<file path="src/rtl/tsf_pkg.sv">
// Package of constants for the tape status and flag block
// Summary of operation
// Bit 9 reads one while a block number field is being read.
// Bit 10 reads one while the reverse checksum field is handled.
// Bit 11 reads one while data words are handled, except the final word.
// Bit 12 reads one during the last word; bit 11 then reads zero.
// Bit 13 reads one while the final checksum field is handled.
// Bit 14 reads one while the tape is in an inter-block gap.
// Bit 15 sets on block number read, clears when reverse-check phase starts.
// Read or write data command with bit 15 clear sets block missed.
// Parity error reads one after any checksum failure or with mark error set.
// Data missed sets when a data request waits 266 us unserviced.
// Job done sets per command class: block number, checksum, or all-mode end.
// Illegal operation sets on write lock, timing switch or select conflict.
// End zone mark sets the end zone flag and stops the tape.
// Block missed sets when a data command comes too late for the block.
// Bit 24 mirrors the selected transport's write lock switch.
// Bit 25 mirrors the timing and mark track write switch.
// Incomplete block sets on stop or data missed inside a block only.
// Mark track error sets on invalid mark code or run into sync mark.
// Select error sets when zero or several units answer the number.
// Flag request is the OR of enabled flags 18 to 23; it drives flag interrupt.
// Data request sets on word ready or word needed; it drives data interrupt.
// Transferring the word or function stop clears the data request.
// A command register write clears the enables, function stop, bit 15, data request and the latched event flags; bits 21 and 29 are judged anew instead.
// Enables written at bits 18 to 23 read back at bits 0 to 5.
// Unused bits 16, 27 and 30 to 33 read as zero.
package tsf_pkg;

  localparam int unsigned STS_W          = 36;
  localparam int unsigned NUM_FLAGS      = 6;
  localparam logic [35:0] STS_RST        = 36'h000000000;

  // Status word positions, bit 0 is the most significant
  localparam int unsigned S_EN0          = 0;
  localparam int unsigned S_DELAY        = 6;
  localparam int unsigned S_ACTIVE       = 7;
  localparam int unsigned S_UPSPEED      = 8;
  localparam int unsigned S_BLKNUM       = 9;
  localparam int unsigned S_REVCHK       = 10;
  localparam int unsigned S_DATA         = 11;
  localparam int unsigned S_FINAL        = 12;
  localparam int unsigned S_CHKSUM       = 13;
  localparam int unsigned S_GAP          = 14;
  localparam int unsigned S_BNR          = 15;
  localparam int unsigned S_FSTOP        = 17;
  localparam int unsigned S_FLAG0        = 18;
  localparam int unsigned S_WLOCK        = 24;
  localparam int unsigned S_TMSW         = 25;
  localparam int unsigned S_INCBLK       = 26;
  localparam int unsigned S_MTERR        = 28;
  localparam int unsigned S_SELERR       = 29;
  localparam int unsigned S_FLAGREQ      = 34;
  localparam int unsigned S_DATAREQ      = 35;

  // Status write positions
  localparam int unsigned W_EN0          = 18;
  localparam int unsigned W_STOPALL      = 34;
  localparam int unsigned W_FSTOP        = 35;

  // Data request service limit
  localparam int unsigned CLK_PERIOD_NS  = 10;
  localparam int unsigned DMISS_TIME_NS  = 266000;
  localparam int unsigned DMISS_CYCLES   = (DMISS_TIME_NS + CLK_PERIOD_NS - 1) / CLK_PERIOD_NS;

  typedef enum logic [2:0]
  {
    TSF_NOP     = 3'h0,
    TSF_RD_ALL  = 3'h1,
    TSF_RD_BLK  = 3'h2,
    TSF_RD_DATA = 3'h3,
    TSF_WR_TM   = 3'h4,
    TSF_WR_ALL  = 3'h5,
    TSF_WR_BLK  = 3'h6,
    TSF_WR_DATA = 3'h7
  } tsf_func_t;

endpackage

</file>
<file path="src/rtl/tsf_status.sv">
// Status word, flags and request logic of the tape controller
module tsf_status
  import tsf_pkg::*;
#(
  parameter int unsigned NUM_UNITS   = 8,
  parameter int unsigned DMISS_LIMIT = DMISS_CYCLES
) (
  input  wire logic                 CLK,
  input  wire logic                 NRST,
  input  wire logic                 CMD_WR,
  input  wire logic [2:0]           CMD_FUNC,
  input  wire logic                 STS_WR,
  input  wire logic [18:35]         STS_WDATA,
  input  wire logic                 DATA_XFER,
  input  wire logic                 WORD_READY,
  input  wire logic                 PH_BLKNUM,
  input  wire logic                 PH_REVCHK,
  input  wire logic                 PH_DATA,
  input  wire logic                 PH_FINAL,
  input  wire logic                 PH_CHKSUM,
  input  wire logic                 PH_GAP,
  input  wire logic                 BLKNUM_DONE,
  input  wire logic                 CHKSUM_DONE,
  input  wire logic                 CHKSUM_BAD,
  input  wire logic                 ALL_MODE_END,
  input  wire logic                 END_ZONE_MARK,
  input  wire logic                 MARK_BAD,
  input  wire logic                 SYNC_MARK,
  input  wire logic                 DELAY_IN,
  input  wire logic                 ACTIVE_IN,
  input  wire logic                 UP_SPEED,
  input  wire logic                 WRITE_LOCK_SW,
  input  wire logic                 TIMING_SW,
  input  wire logic [NUM_UNITS-1:0] UNIT_ANSWER,
  output logic      [0:35]          STATUS_WORD,
  output logic                      FLAG_IRQ,
  output logic                      DATA_IRQ,
  output logic                      TAPE_STOP,
  output logic                      STOP_OTHERS
);

  localparam int unsigned SYNC_W = NUM_UNITS + 2;
  localparam logic [14:0] DMISS_LAST = 15'(DMISS_LIMIT - 1);

  function automatic logic exactly_one(input logic [NUM_UNITS-1:0] v);
    int unsigned n;
    n = 0;
    for (int i = 0; i < NUM_UNITS; i++)
    begin
      n = n + int'(v[i]);
    end
    return n == 1;
  endfunction

  function automatic logic is_data_cmd(input logic [2:0] f);
    return f == TSF_RD_DATA || f == TSF_WR_DATA;
  endfunction

  logic [SYNC_W-1:0] pins_s;
  logic              wlock_s;
  logic              tmsw_s;
  logic [NUM_UNITS-1:0] units_s;

  logic [2:0]        func_r;
  logic [0:5]        en_r;
  logic              fstop_r;
  logic              bnr_r;
  logic              par_r;
  logic              dmiss_r;
  logic              job_r;
  logic              illop_r;
  logic              endz_r;
  logic              blkmiss_r;
  logic              incblk_r;
  logic              mterr_r;
  logic              selerr_r;
  logic              flag_req_r;
  logic              data_req_r;
  logic [14:0]       dmiss_cnt_r;
  logic [0:5]        flags;
  logic [0:35]       status_nxt;
  logic              fstop_wr;
  logic              dmiss_set;
  logic              data_cmd_wr;
  logic              wr_cmd;
  logic              tm_conflict;
  logic              sel_bad;
  logic              in_block;

  // Switches and unit answers arrive from the transports, not from this clock
  tsf_sync2 #(
    .WIDTH (SYNC_W)
  ) u_sync (
    .clk   (CLK),
    .nrst  (NRST),
    .din   ({WRITE_LOCK_SW, TIMING_SW, UNIT_ANSWER}),
    .dout  (pins_s)
  );

  assign wlock_s = pins_s[SYNC_W-1];
  assign tmsw_s  = pins_s[SYNC_W-2];
  assign units_s = pins_s[NUM_UNITS-1:0];

  assign fstop_wr    = STS_WR && STS_WDATA[W_FSTOP];
  assign data_cmd_wr = CMD_WR && is_data_cmd(CMD_FUNC);
  assign wr_cmd      = CMD_FUNC[2];
  assign tm_conflict = (CMD_FUNC != TSF_NOP) && (tmsw_s != (CMD_FUNC == TSF_WR_TM));
  assign sel_bad     = !exactly_one(units_s);
  assign in_block    = !PH_GAP;
  // Missing stops once function stop is sent
  assign dmiss_set   = data_req_r && !fstop_r && (dmiss_cnt_r == DMISS_LAST);
  assign flags       = {par_r || mterr_r, dmiss_r, job_r, illop_r, endz_r, blkmiss_r};

  // Function of the last command write
  always_ff @(posedge CLK or negedge NRST)
  begin
    if (!NRST)
      func_r <= TSF_NOP;
    else if (CMD_WR)
      func_r <= CMD_FUNC;
  end

  // Enables and function stop; a status write in the clearing cycle still lands
  always_ff @(posedge CLK or negedge NRST)
  begin
    if (!NRST)
    begin
      en_r    <= '0;
      fstop_r <= 1'b0;
    end
    else if (STS_WR)
    begin
      en_r    <= STS_WDATA[W_EN0 +: NUM_FLAGS];
      fstop_r <= STS_WDATA[W_FSTOP] || (fstop_r && !CMD_WR);
    end
    else if (CMD_WR)
    begin
      en_r    <= '0;
      fstop_r <= 1'b0;
    end
  end

  // Block number read marker
  always_ff @(posedge CLK or negedge NRST)
  begin
    if (!NRST)
      bnr_r <= 1'b0;
    else if (BLKNUM_DONE)
      bnr_r <= 1'b1;
    else if (PH_REVCHK || CMD_WR)
      bnr_r <= 1'b0;
  end

  // Checksum failure memory since the last command write
  always_ff @(posedge CLK or negedge NRST)
  begin
    if (!NRST)
      par_r <= 1'b0;
    else if (CHKSUM_BAD)
      par_r <= 1'b1;
    else if (CMD_WR)
      par_r <= 1'b0;
  end

  // Mark track error
  always_ff @(posedge CLK or negedge NRST)
  begin
    if (!NRST)
      mterr_r <= 1'b0;
    else if (MARK_BAD || (SYNC_MARK && ACTIVE_IN))
      mterr_r <= 1'b1;
    else if (CMD_WR)
      mterr_r <= 1'b0;
  end

  // Data request and its service timer
  always_ff @(posedge CLK or negedge NRST)
  begin
    if (!NRST)
      data_req_r <= 1'b0;
    else if (WORD_READY)
      data_req_r <= 1'b1;
    else if (DATA_XFER || fstop_wr || CMD_WR)
      data_req_r <= 1'b0;
  end

  always_ff @(posedge CLK or negedge NRST)
  begin
    if (!NRST)
      dmiss_cnt_r <= '0;
    else if (!data_req_r || WORD_READY || dmiss_set)
      dmiss_cnt_r <= '0;
    else
      dmiss_cnt_r <= dmiss_cnt_r + 15'h0001;
  end

  always_ff @(posedge CLK or negedge NRST)
  begin
    if (!NRST)
      dmiss_r <= 1'b0;
    else if (dmiss_set)
      dmiss_r <= 1'b1;
    else if (CMD_WR)
      dmiss_r <= 1'b0;
  end

  // Job done per command class; stop in a gap ends the job at once
  always_ff @(posedge CLK or negedge NRST)
  begin
    if (!NRST)
      job_r <= 1'b0;
    else if ((BLKNUM_DONE && (func_r == TSF_RD_BLK || func_r == TSF_WR_BLK))
             || (CHKSUM_DONE && is_data_cmd(func_r) && (fstop_r || dmiss_r))
             || (ALL_MODE_END && (func_r == TSF_RD_ALL || func_r == TSF_WR_ALL))
             || (fstop_wr && PH_GAP))
      job_r <= 1'b1;
    else if (CMD_WR)
      job_r <= 1'b0;
  end

  // Illegal operation and select error, judged on the new command
  always_ff @(posedge CLK or negedge NRST)
  begin
    if (!NRST)
      illop_r <= 1'b0;
    else if (CMD_WR)
      illop_r <= (wr_cmd && wlock_s) || tm_conflict || sel_bad;
  end

  always_ff @(posedge CLK or negedge NRST)
  begin
    if (!NRST)
      selerr_r <= 1'b0;
    else if (CMD_WR)
      selerr_r <= sel_bad;
  end

  // End zone flag and tape stop
  always_ff @(posedge CLK or negedge NRST)
  begin
    if (!NRST)
    begin
      endz_r    <= 1'b0;
      TAPE_STOP <= 1'b0;
    end
    else
    begin
      TAPE_STOP <= END_ZONE_MARK;
      if (END_ZONE_MARK)
        endz_r <= 1'b1;
      else if (CMD_WR)
        endz_r <= 1'b0;
    end
  end

  // Block missed; judged on the marker as it stood before this write clears it
  always_ff @(posedge CLK or negedge NRST)
  begin
    if (!NRST)
      blkmiss_r <= 1'b0;
    else if (data_cmd_wr && !bnr_r)
      blkmiss_r <= 1'b1;
    else if (CMD_WR)
      blkmiss_r <= 1'b0;
  end

  // Incomplete block, never from inside a gap
  always_ff @(posedge CLK or negedge NRST)
  begin
    if (!NRST)
      incblk_r <= 1'b0;
    else if ((fstop_wr || dmiss_set) && in_block)
      incblk_r <= 1'b1;
    else if (CMD_WR)
      incblk_r <= 1'b0;
  end

  // Flag request, also the flag interrupt
  always_ff @(posedge CLK or negedge NRST)
  begin
    if (!NRST)
    begin
      flag_req_r <= 1'b0;
      FLAG_IRQ   <= 1'b0;
    end
    else
    begin
      flag_req_r <= |(flags & en_r);
      FLAG_IRQ   <= |(flags & en_r);
    end
  end

  // Request outputs and the stop-others pulse
  always_ff @(posedge CLK or negedge NRST)
  begin
    if (!NRST)
    begin
      DATA_IRQ    <= 1'b0;
      STOP_OTHERS <= 1'b0;
    end
    else
    begin
      DATA_IRQ    <= data_req_r;
      STOP_OTHERS <= STS_WR && STS_WDATA[W_STOPALL];
    end
  end

  // Status word image; phases come from the mark decoder on this clock
  always_comb
  begin
    status_nxt                        = STS_RST;
    status_nxt[S_EN0 +: NUM_FLAGS]    = en_r;
    status_nxt[S_DELAY]               = DELAY_IN;
    status_nxt[S_ACTIVE]              = ACTIVE_IN;
    status_nxt[S_UPSPEED]             = UP_SPEED;
    status_nxt[S_BLKNUM]              = PH_BLKNUM;
    status_nxt[S_REVCHK]              = PH_REVCHK;
    status_nxt[S_DATA]                = PH_DATA && !PH_FINAL;
    status_nxt[S_FINAL]               = PH_FINAL;
    status_nxt[S_CHKSUM]              = PH_CHKSUM;
    status_nxt[S_GAP]                 = PH_GAP;
    status_nxt[S_BNR]                 = bnr_r;
    status_nxt[S_FSTOP]               = fstop_r;
    status_nxt[S_FLAG0 +: NUM_FLAGS]  = flags;
    status_nxt[S_WLOCK]               = wlock_s;
    status_nxt[S_TMSW]                = tmsw_s;
    status_nxt[S_INCBLK]              = incblk_r;
    status_nxt[S_MTERR]               = mterr_r;
    status_nxt[S_SELERR]              = selerr_r;
    status_nxt[S_FLAGREQ]             = flag_req_r;
    status_nxt[S_DATAREQ]             = data_req_r;
  end

  always_ff @(posedge CLK or negedge NRST)
  begin
    if (!NRST)
      STATUS_WORD <= STS_RST;
    else
      STATUS_WORD <= status_nxt;
  end

  property p_phase_bits;
    @(posedge CLK) disable iff (!NRST)
    ##1 STATUS_WORD[S_BLKNUM] == $past(PH_BLKNUM) && STATUS_WORD[S_GAP] == $past(PH_GAP);
  endproperty
  a_phase_bits: assert property (p_phase_bits) else $error("phase bit mismatch");

  property p_final_excl;
    @(posedge CLK) disable iff (!NRST)
    PH_FINAL |=> STATUS_WORD[S_FINAL] && !STATUS_WORD[S_DATA];
  endproperty
  a_final_excl: assert property (p_final_excl) else $error("data bit on during final");

  property p_unused;
    @(posedge CLK) disable iff (!NRST)
    !STATUS_WORD[16] && !STATUS_WORD[27] && STATUS_WORD[30:33] == 4'h0;
  endproperty
  a_unused: assert property (p_unused) else $error("unused status bit set");

  property p_blk_miss;
    @(posedge CLK) disable iff (!NRST)
    data_cmd_wr && !bnr_r |=> blkmiss_r ##1 STATUS_WORD[23];
  endproperty
  a_blk_miss: assert property (p_blk_miss) else $error("block missed not set");

  property p_cmd_clear;
    @(posedge CLK) disable iff (!NRST)
    CMD_WR && !STS_WR && !END_ZONE_MARK |=> en_r == 6'h00 && !endz_r && !fstop_r;
  endproperty
  a_cmd_clear: assert property (p_cmd_clear) else $error("command write left bits set");

  property p_readback;
    @(posedge CLK) disable iff (!NRST)
    STS_WR |=> ##1 STATUS_WORD[0:5] == $past(STS_WDATA[18:23], 2);
  endproperty
  a_readback: assert property (p_readback) else $error("enable readback wrong");

  property p_dreq_set;
    @(posedge CLK) disable iff (!NRST)
    WORD_READY |=> data_req_r ##1 DATA_IRQ;
  endproperty
  a_dreq_set: assert property (p_dreq_set) else $error("data request not raised");

  property p_dreq_clr;
    @(posedge CLK) disable iff (!NRST)
    data_req_r && (DATA_XFER || fstop_wr) && !WORD_READY |=> !data_req_r;
  endproperty
  a_dreq_clr: assert property (p_dreq_clr) else $error("data request not cleared");

  property p_dmiss;
    @(posedge CLK) disable iff (!NRST)
    dmiss_set |=> dmiss_r;
  endproperty
  a_dmiss: assert property (p_dmiss) else $error("data missed not set");

  property p_dmiss_early;
    @(posedge CLK) disable iff (!NRST)
    $rose(dmiss_r) |-> $past(dmiss_cnt_r) == DMISS_LAST;
  endproperty
  a_dmiss_early: assert property (p_dmiss_early) else $error("data missed at wrong time");

  property p_flag_req;
    @(posedge CLK) disable iff (!NRST)
    ##1 FLAG_IRQ == $past(|(flags & en_r)) && flag_req_r == FLAG_IRQ;
  endproperty
  a_flag_req: assert property (p_flag_req) else $error("flag request mismatch");

  property p_end_zone;
    @(posedge CLK) disable iff (!NRST)
    END_ZONE_MARK |=> TAPE_STOP && endz_r;
  endproperty
  a_end_zone: assert property (p_end_zone) else $error("end zone not handled");

  property p_inc_gap;
    @(posedge CLK) disable iff (!NRST)
    !incblk_r && PH_GAP |=> !incblk_r;
  endproperty
  a_inc_gap: assert property (p_inc_gap) else $error("incomplete set in gap");

endmodule

</file>
<file path="src/rtl/tsf_sync2.sv">
// Two flip-flop synchroniser bank for switch and pin levels
module tsf_sync2 #(
  parameter int unsigned WIDTH = 1
) (
  input  wire logic             clk,
  input  wire logic             nrst,
  input  wire logic [WIDTH-1:0] din,
  output logic      [WIDTH-1:0] dout
);

  logic [WIDTH-1:0] meta_r;

  // First stage feeds only the second stage
  always_ff @(posedge clk or negedge nrst)
  begin
    if (!nrst)
    begin
      meta_r <= '0;
      dout   <= '0;
    end
    else
    begin
      meta_r <= din;
      dout   <= meta_r;
    end
  end

endmodule

</file>
<file path="config.mk">
export PLATFORM = sky130hd
export DESIGN_NAME = tsf_status
export DESIGN_NICKNAME = d
export VERILOG_FILES = /design/src/rtl/tsf_pkg.sv /design/src/rtl/tsf_status.sv /design/src/rtl/tsf_sync2.sv
export SDC_FILE = /design/constraint.sdc
export NUM_CORES = 1
export LEC_CHECK = 0
export ABC_AREA = 1
export BUFFER_PORTS_ARGS = -buffer_cell sky130_fd_sc_hd__buf_2
export CAP_MARGIN = 20
export CORE_MARGIN = 4
export CORE_UTILIZATION = 35
export DETAILED_ROUTE_END_ITERATION = 7
export PLACE_DENSITY = 0.59
export SLEW_MARGIN = 20
export SYNTH_ARGS = -nofsm -noshare
export SYNTH_HDL_FRONTEND = slang
export SYNTH_SLANG_ARGS = --single-unit
export TNS_END_PERCENT = 30
</file>
<file path="constraint.sdc">
create_clock -name CLK -period 7.2 [get_ports CLK]
set_clock_uncertainty 0.05 [all_clocks]
set_input_delay 0.36 -clock CLK [delete_from_list [all_inputs] [get_ports CLK]]
set_output_delay 0.36 -clock CLK [all_outputs]
set_load 0.005 [all_outputs]
</file>
* Word-level counts from Yosys, hierarchy flattened *
Index checks and enable logic that the tools add are counted.

cells by class
  $add $sub $neg = 8
  equal/unequal tests = 12
  multiplexer cells = 16
  bitwise logic cells = 1
  reduce and logical (&&, ||, !) cells = 55

operator list
  operator                                                         number
  2-bit nonzero test                                               10
  1-bit logical OR                                                 19
  1-bit logical AND                                                17
  15-bit by 1-bit adder with 15-bit output, second input constant  1
  15-bit == test, second input constant                            1
  3-bit == test, second input constant                             5
  15-bit 2-to-1 mux                                                1
  1-bit 2-to-1 mux                                                 13
  6-bit 2-to-1 mux                                                 2
  3-bit by 2-bit == test with 1-bit output, second input constant  3
  7-bit by 1-bit adder with 8-bit output                           1
  8-bit by 1-bit == test with 1-bit output, second input constant  1
  6-bit by 1-bit adder with 7-bit output                           1
  1-bit logical NOT                                                7
  5-bit by 1-bit adder with 6-bit output                           1
  6-bit AND                                                        1
  6-bit OR reduction                                               1
  4-bit by 1-bit adder with 5-bit output                           1
  3-bit by 1-bit adder with 4-bit output                           1
  2-bit by 1-bit adder with 3-bit output                           1
  3-bit by 1-bit == test with 1-bit output, second input constant  1
  3-bit nonzero test                                               1
  1-bit by 1-bit adder with 2-bit output                           1
  1-bit inequality test                                            1

word-level totals
  flip-flop bits (word level) = 90
  output and inout bits = 40
  logic and storage cells = 114

* Logic depth before layout (Yosys ltp) *
Gate-level depths: netlist (run 1).

  word-level depth = 10
  mapped depth = 14
  depth with buffers taken out = 14

* By module *
Synthesis (run 1) repeated with hierarchy kept, for this count alone.

unflattened totals
  cell total of the unflattened synthesis = 306
  area, all modules = 3330.7 µm²

by module, submodules not included
  module      instances  cells an instance  area an instance (µm²)  seq. area each (µm²)
  tsf_status  1          286                2830.2                  1701.6
  tsf_sync2   1          20                 500.5                   500.5

* Worst setup path before layout (run 1) *
No wires, ideal clock.

  path type = reg-to-reg
  start = reg u_sync.dout[0]
  end = reg illop_r
  setup time = 0.117 ns
  arrival time = 2.835 ns
  path slack = 4.198 ns
  cell stages (with the launch flop) = 14
  buffers on the path = 0
  cells stage by stage = dfrtp_1 > inv_1 > fa_1 > fa_1 > fa_1 > inv_1 > ha_1 > inv_1 > fa_1 > nand3_1 > nor2_1 > o211ai_1 > nor2_1 > nor2_1

between the ends
  cells in the longest elaborated chain, start to end = 10

ends and longest elaborated chain
  what                                      RTL line           source
  start, declared                           tsf_sync2.sv:8     output logic [WIDTH-1:0] dout
  start signal, assigned                    tsf_sync2.sv:24    dout <= meta_r;
  1-bit by 1-bit adder with 2-bit output    tsf_status.sv:50   n = n + int'(v[i]);
  2-bit by 1-bit adder with 3-bit output    tsf_status.sv:50
  3-bit by 1-bit adder with 4-bit output    tsf_status.sv:50
  4-bit by 1-bit adder with 5-bit output    tsf_status.sv:50
  5-bit by 1-bit adder with 6-bit output    tsf_status.sv:50
  6-bit by 1-bit adder with 7-bit output    tsf_status.sv:50
  7-bit by 1-bit adder with 8-bit output    tsf_status.sv:50
  8-bit by 1-bit == test with 1-bit output  tsf_status.sv:52   return n == 1;
  1-bit logical NOT                         tsf_status.sv:108  assign sel_bad = !exactly_one(units_s);
  1-bit logical OR                          tsf_status.sv:227  illop_r <= (wr_cmd && wlock_s) || tm_conflict || sel_bad;
  end signal, assigned                      tsf_status.sv:227
  end, declared                             tsf_status.sv:71   logic illop_r;

Every way passes these cells.
A chain may end at the register's enable or synchronous reset.

* Worst setup path after layout (run 1) *
Ends and elaborated chain as after synthesis.

==> results of run 1 <==
[worst reg2reg max path: stages (launching register included)]
cell and delay, ps:
dfrtp_1 330, inv_1 50, fa_1 540, fa_1 450, fa_1 440, inv_1 60, ha_1 160, inv_1 60
fa_1 470, nand3_1 70, nor2_1 130, o211ai_1 100, nor2_1 90, nor2_1 40
[state kept, by name, summed over array words and instances (netlist names), 2 cells and up]
name,cells
STATUS_WORD,30
dmiss_cnt_r,15
u_sync.dout,10
u_sync.meta_r,10
en_r,6
func_r,2
[cell families after synthesis]
kind of cell | synth area share [%]
AO/OA/AOI/OAI | 5.25
XOR/XNOR | 1.60
adder cells (fa/ha/maj) | 3.96
buffers and inverters | 6.36
flip-flops | 67.0
other | 0.114
AND/OR/NAND/NOR | 15.7
[layout by cell type (no fill, tap or decap), types with 4 or more instances in the layout]
cell,n
a21oi_1,8
buf_2,75
clkbuf_8,10
conb_1,6
dfrtp_1,88
fa_1,4
ha_1,4
inv_1,35
nand2_1,60
nand3_1,9
nand4_1,6
nor2_1,40
o21ai_0,8
o21bai_1,4
[per-stage QoR]
step	total power, mW	hold slack, ps	area, µm²	utilization, %	setup slack [ps]
after CTS	1.03	44.2	3980	43.3	4000
final	1.01	8.46	3980	43.3	4040
after detailed placement	0.639	285	3750	40.8	4020
after global placement	0.634	286	3750	40.8	4110
after floorplan	0.592	14.4	3310	-	4200
after global routing	1.07	35.9	3980	43.3	3810
[metal layers]
metal	global-route usage [%]	wire [µm]	vias to the layer above
met5	0	0	-
met4	3.37	70	0
met3	4.57	475	7
met2	19.2	2820	70
met1	15.7	2760	1033
li1	-	-	1081
[worst min-delay path by stage]
stage / cells past startpoint / slack [ps] / to
finish: 1 / 8 / STATUS_WORD[18]
detailed placement: 0 / 280 / u_sync.dout[5]
global placement: 0 / 290 / u_sync.dout[0]
global route: 1 / 40 / u_sync.meta_r[6]
CTS: 1 / 40 / u_sync.meta_r[6]
floorplan: 0 / 10 / STATUS_WORD[0]
[power by group]
group	total, mW	internal, mW	switching, mW
sequential	0.538	0.525	0.0126
clock	0.383	0.206	0.177
combinational	0.0888	0.0379	0.0509
[area by class of cell]
cell class	count	area, µm²
repair buffers	76	387
clock inverters	6	91.3
clock buffers	10	138
flip-flops and latches	88	2200
inverters	35	131
multi-input cells	171	895
fillers	892	5210
well taps	111	139
==> metrics.txt, run 1 <==
number of global-route vias before repair 2315; Lkg Pwr around 2.0 nW; CTS tree yes; core area 9200 µm²; R2R Path Start u_sync.dout[0]; largest net degree at the start of global routing 89; Worst Reg-to-Reg Cells 13; Rel. slew slack 49.0%; post_cts resized 0; critical-path cell list inv_1 > fa_1 > fa_1 > fa_1 > inv_1 > ha_1 > inv_1 > fa_1 > nand3_1 > nor2_1 > o211ai_1 > nor2_1 > nor2_1; post-synthesis sequential area ratio 67.0%; remaining global-route overflow 0; layout cell share with drive strength beyond 1 26.4%; top cells by area, synth dfrtp_1, nand2_1, nor2_1, inv_1, fa_1; Area Overhead vs Synth 21.2%; Max stage delay on crit path 540 ps; post-DP HPWL 4.46 mm; GP Congestion 0.834; Critical Path Most Common Cell fa_1; die area 11000 µm²; max-slew violations 0; Post-synth ARST share 100%; reg-to-reg slack, setup roughly 4000 ps; initial antenna violation count 0; FF+latch count, synth between 80 and 90; crit path capture type register; CTS hold repair buffers 0; First-pass DRT Iterations 4; PwrDens approximately 250 nW/µm²; num rows 35; port bufs 76; Clock transition at path regs 90 ps; Main synth FF type dfrtp_1; Final period util 43.9%; CP Launch Type register; H-tree levels 3; Yosys top cell by area dfrtp_1; first-pass GRT wire length around 11 mm; Clock Sinks 88; largest buffer count on any clock path 2; drt via density ~4.4; critical path launch point u_sync.dout[0]; slowest stage cell on the critical path fa_1; Skew-Pair Late Insertion Delay 350 ps; Max Clk Rate 316 MHz; Worst path top cell family by delay adder cells; YS warnings 0; cell count after synthesis 300; Die X about 100 µm; syn_area_per_cell 11.0 µm²; setup TNS 0 ps; NumNets Final ~440; area of the mapped netlist about 3300 µm²; routed vias around 2200; Total Routing Usage GR between 10% and 20%; DIE HEIGHT ~100 µm; crit path buf inv count 3; HP Class in2async; most numerous cell in the Yosys netlist dfrtp_1; Levels on crit path 13; Final Non-Filler Cells between 400 and 500; WL/cell 12.3 µm; Critical Path End illop_r; Yosys cell types 30; clock root buffer clkbuf_8; Req. time, crit path 7390 ps; Yosys top cell area share around 67%; Initial Util a little over a third; max-cap viol count 0; I/O Pins between 90 and 100; Initial DRC Count approximately 80; Cells after DPL 481; final hold violations 0; post-CTS setup buffers 0; DR DRC count 0; outcome complete, no violations; unrepaired setup endpoints after global routing false; worst slew pin tran roughly 760 ps; Finish-stage setup viols 0; worst path arrival time between 3000 and 4000 ps; total CTS buffers 9; Max VDD drop ~120 µV; post-route antenna net violation count 0; Post-synth EDFFs 0; worst r2r dst illop_r; Max FO, Critical Path 2; kind of critical path reg2reg; total length of routed wires between 6 and 7 mm; antenna diode count 0; fin crit period between 3000 and 4000 ps; most common library cells after synthesis dfrtp_1, nand2_1, nor2_1
No activity file was read; power rests on OpenSTA's default activity.
==> run 2: changes to the inputs <==
--- a/config.mk
+++ b/config.mk
@@ -11,7 +11,7 @@
 export CORE_MARGIN = 4
 export CORE_UTILIZATION = 35
 export DETAILED_ROUTE_END_ITERATION = 7
-export PLACE_DENSITY = 0.59
+export PLACE_DENSITY = 0.62
 export SLEW_MARGIN = 20
 export SYNTH_ARGS = -nofsm -noshare
 export SYNTH_HDL_FRONTEND = slang
==> constraint.sdc (replaced) <==
create_clock -name CLK -period 2.8 [get_ports CLK]
set_clock_uncertainty 0.05 [all_clocks]
set_input_delay 0.14 -clock CLK [delete_from_list [all_inputs] [get_ports CLK]]
set_output_delay 0.14 -clock CLK [all_outputs]
set_load 0.005 [all_outputs]
==> metrics.txt, run 2 (synthesis results as in run 1) <==
critical path launch point u_sync.dout[0]; total power ~2.4 mW; worst path arrival time between 3000 and 4000 ps; Fillers between 800 and 900; Largest register FFs 30; max-cap viol count 0; most frequent cells in the layout dfrtp_1, buf_2, nand2_1; Final period util 110%; NumNets Final 476; kind of critical path reg2reg; drt via density ~4.5; Initial Util approximately 36%; H-tree levels 3; final hold violations 0; Initial DRC Count 114; Die X 105 µm; DR DRC count 0; Finish-stage setup viols 2; initial antenna violation count 0; pre-CTS setup slack -354 ps; Skew-Pair Late Insertion Delay 350 ps; Top reg by flops STATUS_WORD; antenna diode count 0; Clock transition at path regs 90 ps; depth of the worst hold-timing path 3; worst setup margin -273 ps; die area 11000 µm²; core area 9200 µm²; Area Overhead vs Synth 30.3%; R2R Path Start u_sync.dout[0]; number of global-route vias before repair ~2400; DIE HEIGHT between 100 and 150 µm; largest buffer count on any clock path 2; port bufs 76; fin crit period 3070 ps; Clock Sinks between 80 and 90; I/O Pins between 90 and 100; layout cell share with drive strength beyond 1 between 20% and 30%; Max VDD drop 205 µV; HP Class in2reg; Req. time, crit path 3000 ps; post-DP HPWL approximately 4.5 mm; first-pass GRT wire length between 10 and 15 mm; remaining global-route overflow 0; PwrDens 569 nW/µm²; largest net degree at the start of global routing 89; CP Launch Type register; clock root buffer clkbuf_8; routed vias between 2000 and 2500; max-slew violations 0; WL/cell between 10 and 15 µm; worst r2r dst illop_r; Post-DP Area approximately 3700 µm²; Total Routing Usage GR about an eighth; total length of routed wires roughly 6.4 mm; Critical Path End illop_r; outcome finished with violations; most common cell after layout, fill and taps aside dfrtp_1; worst slew pin tran a little under 800 ps; Final Instance Area around 4300 µm²; crit path capture type register; Top Registers STATUS_WORD (30), dmiss_cnt_r (15); Worst Min Path Start CMD_FUNC[1]; Max Clk Rate 325 MHz; Rel. slew slack 48.7%; Max FO, Critical Path 2; num rows 35; unrepaired setup endpoints after global routing true; Lkg Pwr a little over 2 nW; GP Congestion 0.839; total CTS buffers 9; post-route antenna net violation count 0; Worst Reg-to-Reg Cells 13; failing checks setup timing; reg-to-reg slack, setup -270 ps; CTS tree yes; First-pass DRT Iterations 4
## run 2: timing repair
item | in CTS | in global routing
setup endpoints to repair | 2 | 2
endpoints found under the hold margin | 122 | 0
pin swaps | 0 | 0
hold buffers | 34 | 0
resized for setup | 0 | 6
buffers inserted | 0 | 0
## run 2: metal layers
| layer | global-route usage [%] | routed length (µm) |
|---|---|---|
| met3 | 3.46 | 502 |
| met1 | 16.1 | 2890 |
| met4 | 4.78 | 82 |
| met5 | 0 | 0 |
| met2 | 19.1 | 2950 |
## run 2: how the worst min path moves through the flow
stage,end
2_1_floorplan,STATUS_WORD[0]
3_5_place_dp,STATUS_WORD[13]
4_1_cts,func_r[1]
6_report,func_r[1]
3_3_place_gp,STATUS_WORD[8]
5_1_grt,func_r[1]
## run 2: where the power goes
part	switching, mW	total [mW]	internal, mW
combinational	0.143	0.277	0.134
sequential	0.0336	1.38	1.35
clock	0.448	0.774	0.325
total	0.625	2.43	1.81
## run 2: metrics by stage
stage	util [%]	hold slack, ps	std cells	setup TNS, ps
6_report	46.6	13.5	531	-410
3_3_place_gp	40.8	198	481	-348
2_1_floorplan	-	-206	305	-262
4_1_cts	46.4	1.17	531	-595
3_5_place_dp	40.8	201	481	-569
5_1_grt	46.6	16.6	531	-673
## run 2: critical path, cell delays in order, from the launching register on
cell      delay [ps]
dfrtp_1          340
inv_2             40
fa_1             540
fa_1             430
fa_1             450
inv_2             80
ha_4             130
inv_2             40
fa_1             470
nand3_1           80
nor2_2           110
o211ai_1          90
nor2_1            90
nor2_1            40
## run 2: layout make-up
class                   count  area [µm²]  area share [%]
clock inverters             6        45.0            1.05
well taps                 111         139            3.24
inverters                  35         131            3.07
flip-flops and latches     88        2200            51.4
clock buffers              10         128            2.98
multi-input cells         171         910            21.2
repair buffers            110         727            17.0
==> run 3: changes to the inputs <==
--- a/config.mk
+++ b/config.mk
@@ -10,10 +10,12 @@
 export CAP_MARGIN = 20
 export CORE_MARGIN = 4
 export CORE_UTILIZATION = 35
+export CTS_CLUSTER_SIZE = 28
 export DETAILED_ROUTE_END_ITERATION = 7
-export PLACE_DENSITY = 0.62
+export PLACE_DENSITY = 0.61
 export SLEW_MARGIN = 20
 export SYNTH_ARGS = -nofsm -noshare
 export SYNTH_HDL_FRONTEND = slang
+export SYNTH_HIERARCHICAL = 1
 export SYNTH_SLANG_ARGS = --single-unit
 export TNS_END_PERCENT = 30
==> metrics.txt, run 3 <==
FF+latch count, synth about 90; setup TNS -475 ps; num rows 35; DR DRC count 0; Area Overhead vs Synth 31.3%; number of global-route vias before repair ~2400; Clock Sinks between 80 and 90; max-cap viol count 0; most frequent cells in the layout dfrtp_1, buf_2, nand2_1; Max FO, Critical Path 2; Main synth FF type dfrtp_1; CP Launch Type register; routed vias roughly 2400; Post-synth ARST share 100%; remaining global-route overflow 0; Skew-Pair Late Insertion Delay 350 ps; core area about 9200 µm²; CTS tree yes; switching portion of total power ~24%; Yosys cell types 31; Max Clk Rate about 330 MHz; Worst Reg-to-Reg Cells 13; final hold violations 0; die area ~11000 µm²; clock network power share between 30 and 40%; Final period util 109%; GR Layer Usage met1 ~17%; sequential power share 52.8%; Post-synth EDFFs 0; Largest register FFs 30; largest net degree at the start of global routing 89; Die X between 100 and 150 µm; Total Routing Usage GR approximately an eighth; most common library cells after synthesis dfrtp_1, nand2_1, inv_1; largest buffer count on any clock path 2; top cells by area, synth dfrtp_1, nand2_1, inv_1, nor2_1, fa_1; First-pass DRT Iterations 4; HP Class in2reg; post-DP HPWL 4.57 mm; GP Congestion approximately 0.82; Top Registers STATUS_WORD (30), dmiss_cnt_r (15); Rel. slew slack about half; DIE HEIGHT 106 µm; antenna diode count 0; area of the mapped netlist about 3300 µm²; Req. time, crit path just under 3000 ps; met2 usage 20.0%; Comb pwr share between 10% and 20%; critical path launch point u_sync/dout[0]; internal cell power ~2.0 mW; outcome finished with violations; layout cell share with drive strength beyond 1 27.3%; kind of critical path reg2reg; Psw around 0.63 mW; total length of routed wires roughly 6.6 mm; worst r2r dst illop_r; Clock transition at path regs about 90 ps; Yosys top cell area share between 60% and 70%; WHS approximately 34 ps; YS warnings 6; Fillers about 860; post-route antenna net violation count 0; H-tree levels 3; Lkg Pwr roughly 2.1 nW; failing checks setup timing; worst path arrival time 3240 ps; post-synthesis sequential area ratio approximately two thirds; NumNets Final approximately 480; WL/cell roughly 12 µm; Initial DRC Count 78; Worst Min Path Start CMD_FUNC[1]; pre-CTS setup slack -251 ps; crit path capture type register; port bufs 76; most numerous cell in the Yosys netlist dfrtp_1; cell count after synthesis ~310; worst setup margin -254 ps; Initial Util a little over a third; reg-to-reg slack, setup -250 ps; syn_area_per_cell approximately 11 µm²; Critical Path End illop_r; Max VDD drop a little under 300 µV; clock root buffer clkbuf_8; R2R Path Start u_sync/dout[0]; met3 usage under 10%; initial antenna violation count 0; max-slew violations 0; fin crit period a little over 3000 ps; first-pass GRT wire length about 11 mm; unrepaired setup endpoints after global routing true; I/O Pins 93; Yosys top cell by area dfrtp_1; PwrDens roughly 600 nW/µm²; Finish-stage setup viols 2; Top reg by flops STATUS_WORD; most common cell after layout, fill and taps aside dfrtp_1; total CTS buffers 9; drt via density between 4 and 5; worst slew pin tran between 700 and 800 ps; grt peak-use layer met2
[run 3: power by group through the flow]
stage	Combinational, mW	Clock (mW)	Sequential (mW)
floorplan	0.124	0	1.41
CTS	0.279	0.986	1.38
global route	0.322	1.05	1.39
finish	0.279	0.957	1.38
global placement	0.230	0	1.41
detailed placement	0.242	0	1.41
[run 3: repair_timing]
item	4_1_cts	5_1_grt
buffers inserted	0	0
endpoints found under the hold margin	112	0
hold buffers	34	0
endpoints found under the setup margin	2	2
cloned	0	0
gates resized for setup	0	5
[run 3: area by class of cell]
class,instances,area (µm²),area share [%]
timing repair buffer,110,727,16.6
multi-input combinational,174,925,21.1
clock inverter,6,92.6,2.12
inverter,38,143,3.26
tap,129,161,3.69
clock buffer,9,124,2.83
sequential,88,2200,50.3
[run 3: worst min-delay path by stage]
stage	endpoint	cells past startpoint
floorplan	STATUS_WORD[0]	0
global placement	STATUS_WORD[13]	1
detailed placement	u_sync/meta_r[3]	1
CTS	func_r[1]	3
global route	func_r[1]	3
finish	func_r[1]	3
[run 3: logic make-up (layout without fill, tap and decap cells)]
group / Yosys count / count (layout) / share of synthesized area, %
simple gates: 131 / 131 / 17.2
flops: 88 / 88 / 66.1
buf+inv: 49 / 163 / 6.91
compound gates: 24 / 24 / 4.43
fa+ha+maj: 8 / 8 / 3.91
xor+xnor: 5 / 5 / 1.32
other cells: 1 / 6 / 0.113
[run 3: metrics by stage]
stage                     total power, mW  util [%]  instances  area (µm²)
after floorplan                      1.53         -        311        3350
after global placement               1.64      41.2        505        3810
after detailed placement             1.65      41.2        505        3810
after CTS                            2.65      47.2        554        4360
after global routing                 2.76      47.3        554        4370
final                                2.62      47.3        554        4370
[run 3: worst max-delay path, cell delays in order, from the launching register on]
cell     delay (ps)
dfrtp_1         340
inv_2            40
fa_1            540
fa_1            440
fa_1            440
inv_1            70
ha_2            180
inv_2            40
fa_1            480
nand2_1          50
nor2_1           90
nand2_1          70
nand2_2          60
nand3_1          70
[run 3: routing by layer]
layer,part of all wire [%],routed length (µm),vias up
met5,0,0,-
met4,1.5,99,0
met3,5.6,368,12
met2,47,3110,74
met1,46,3000,1166
li1,-,-,1165
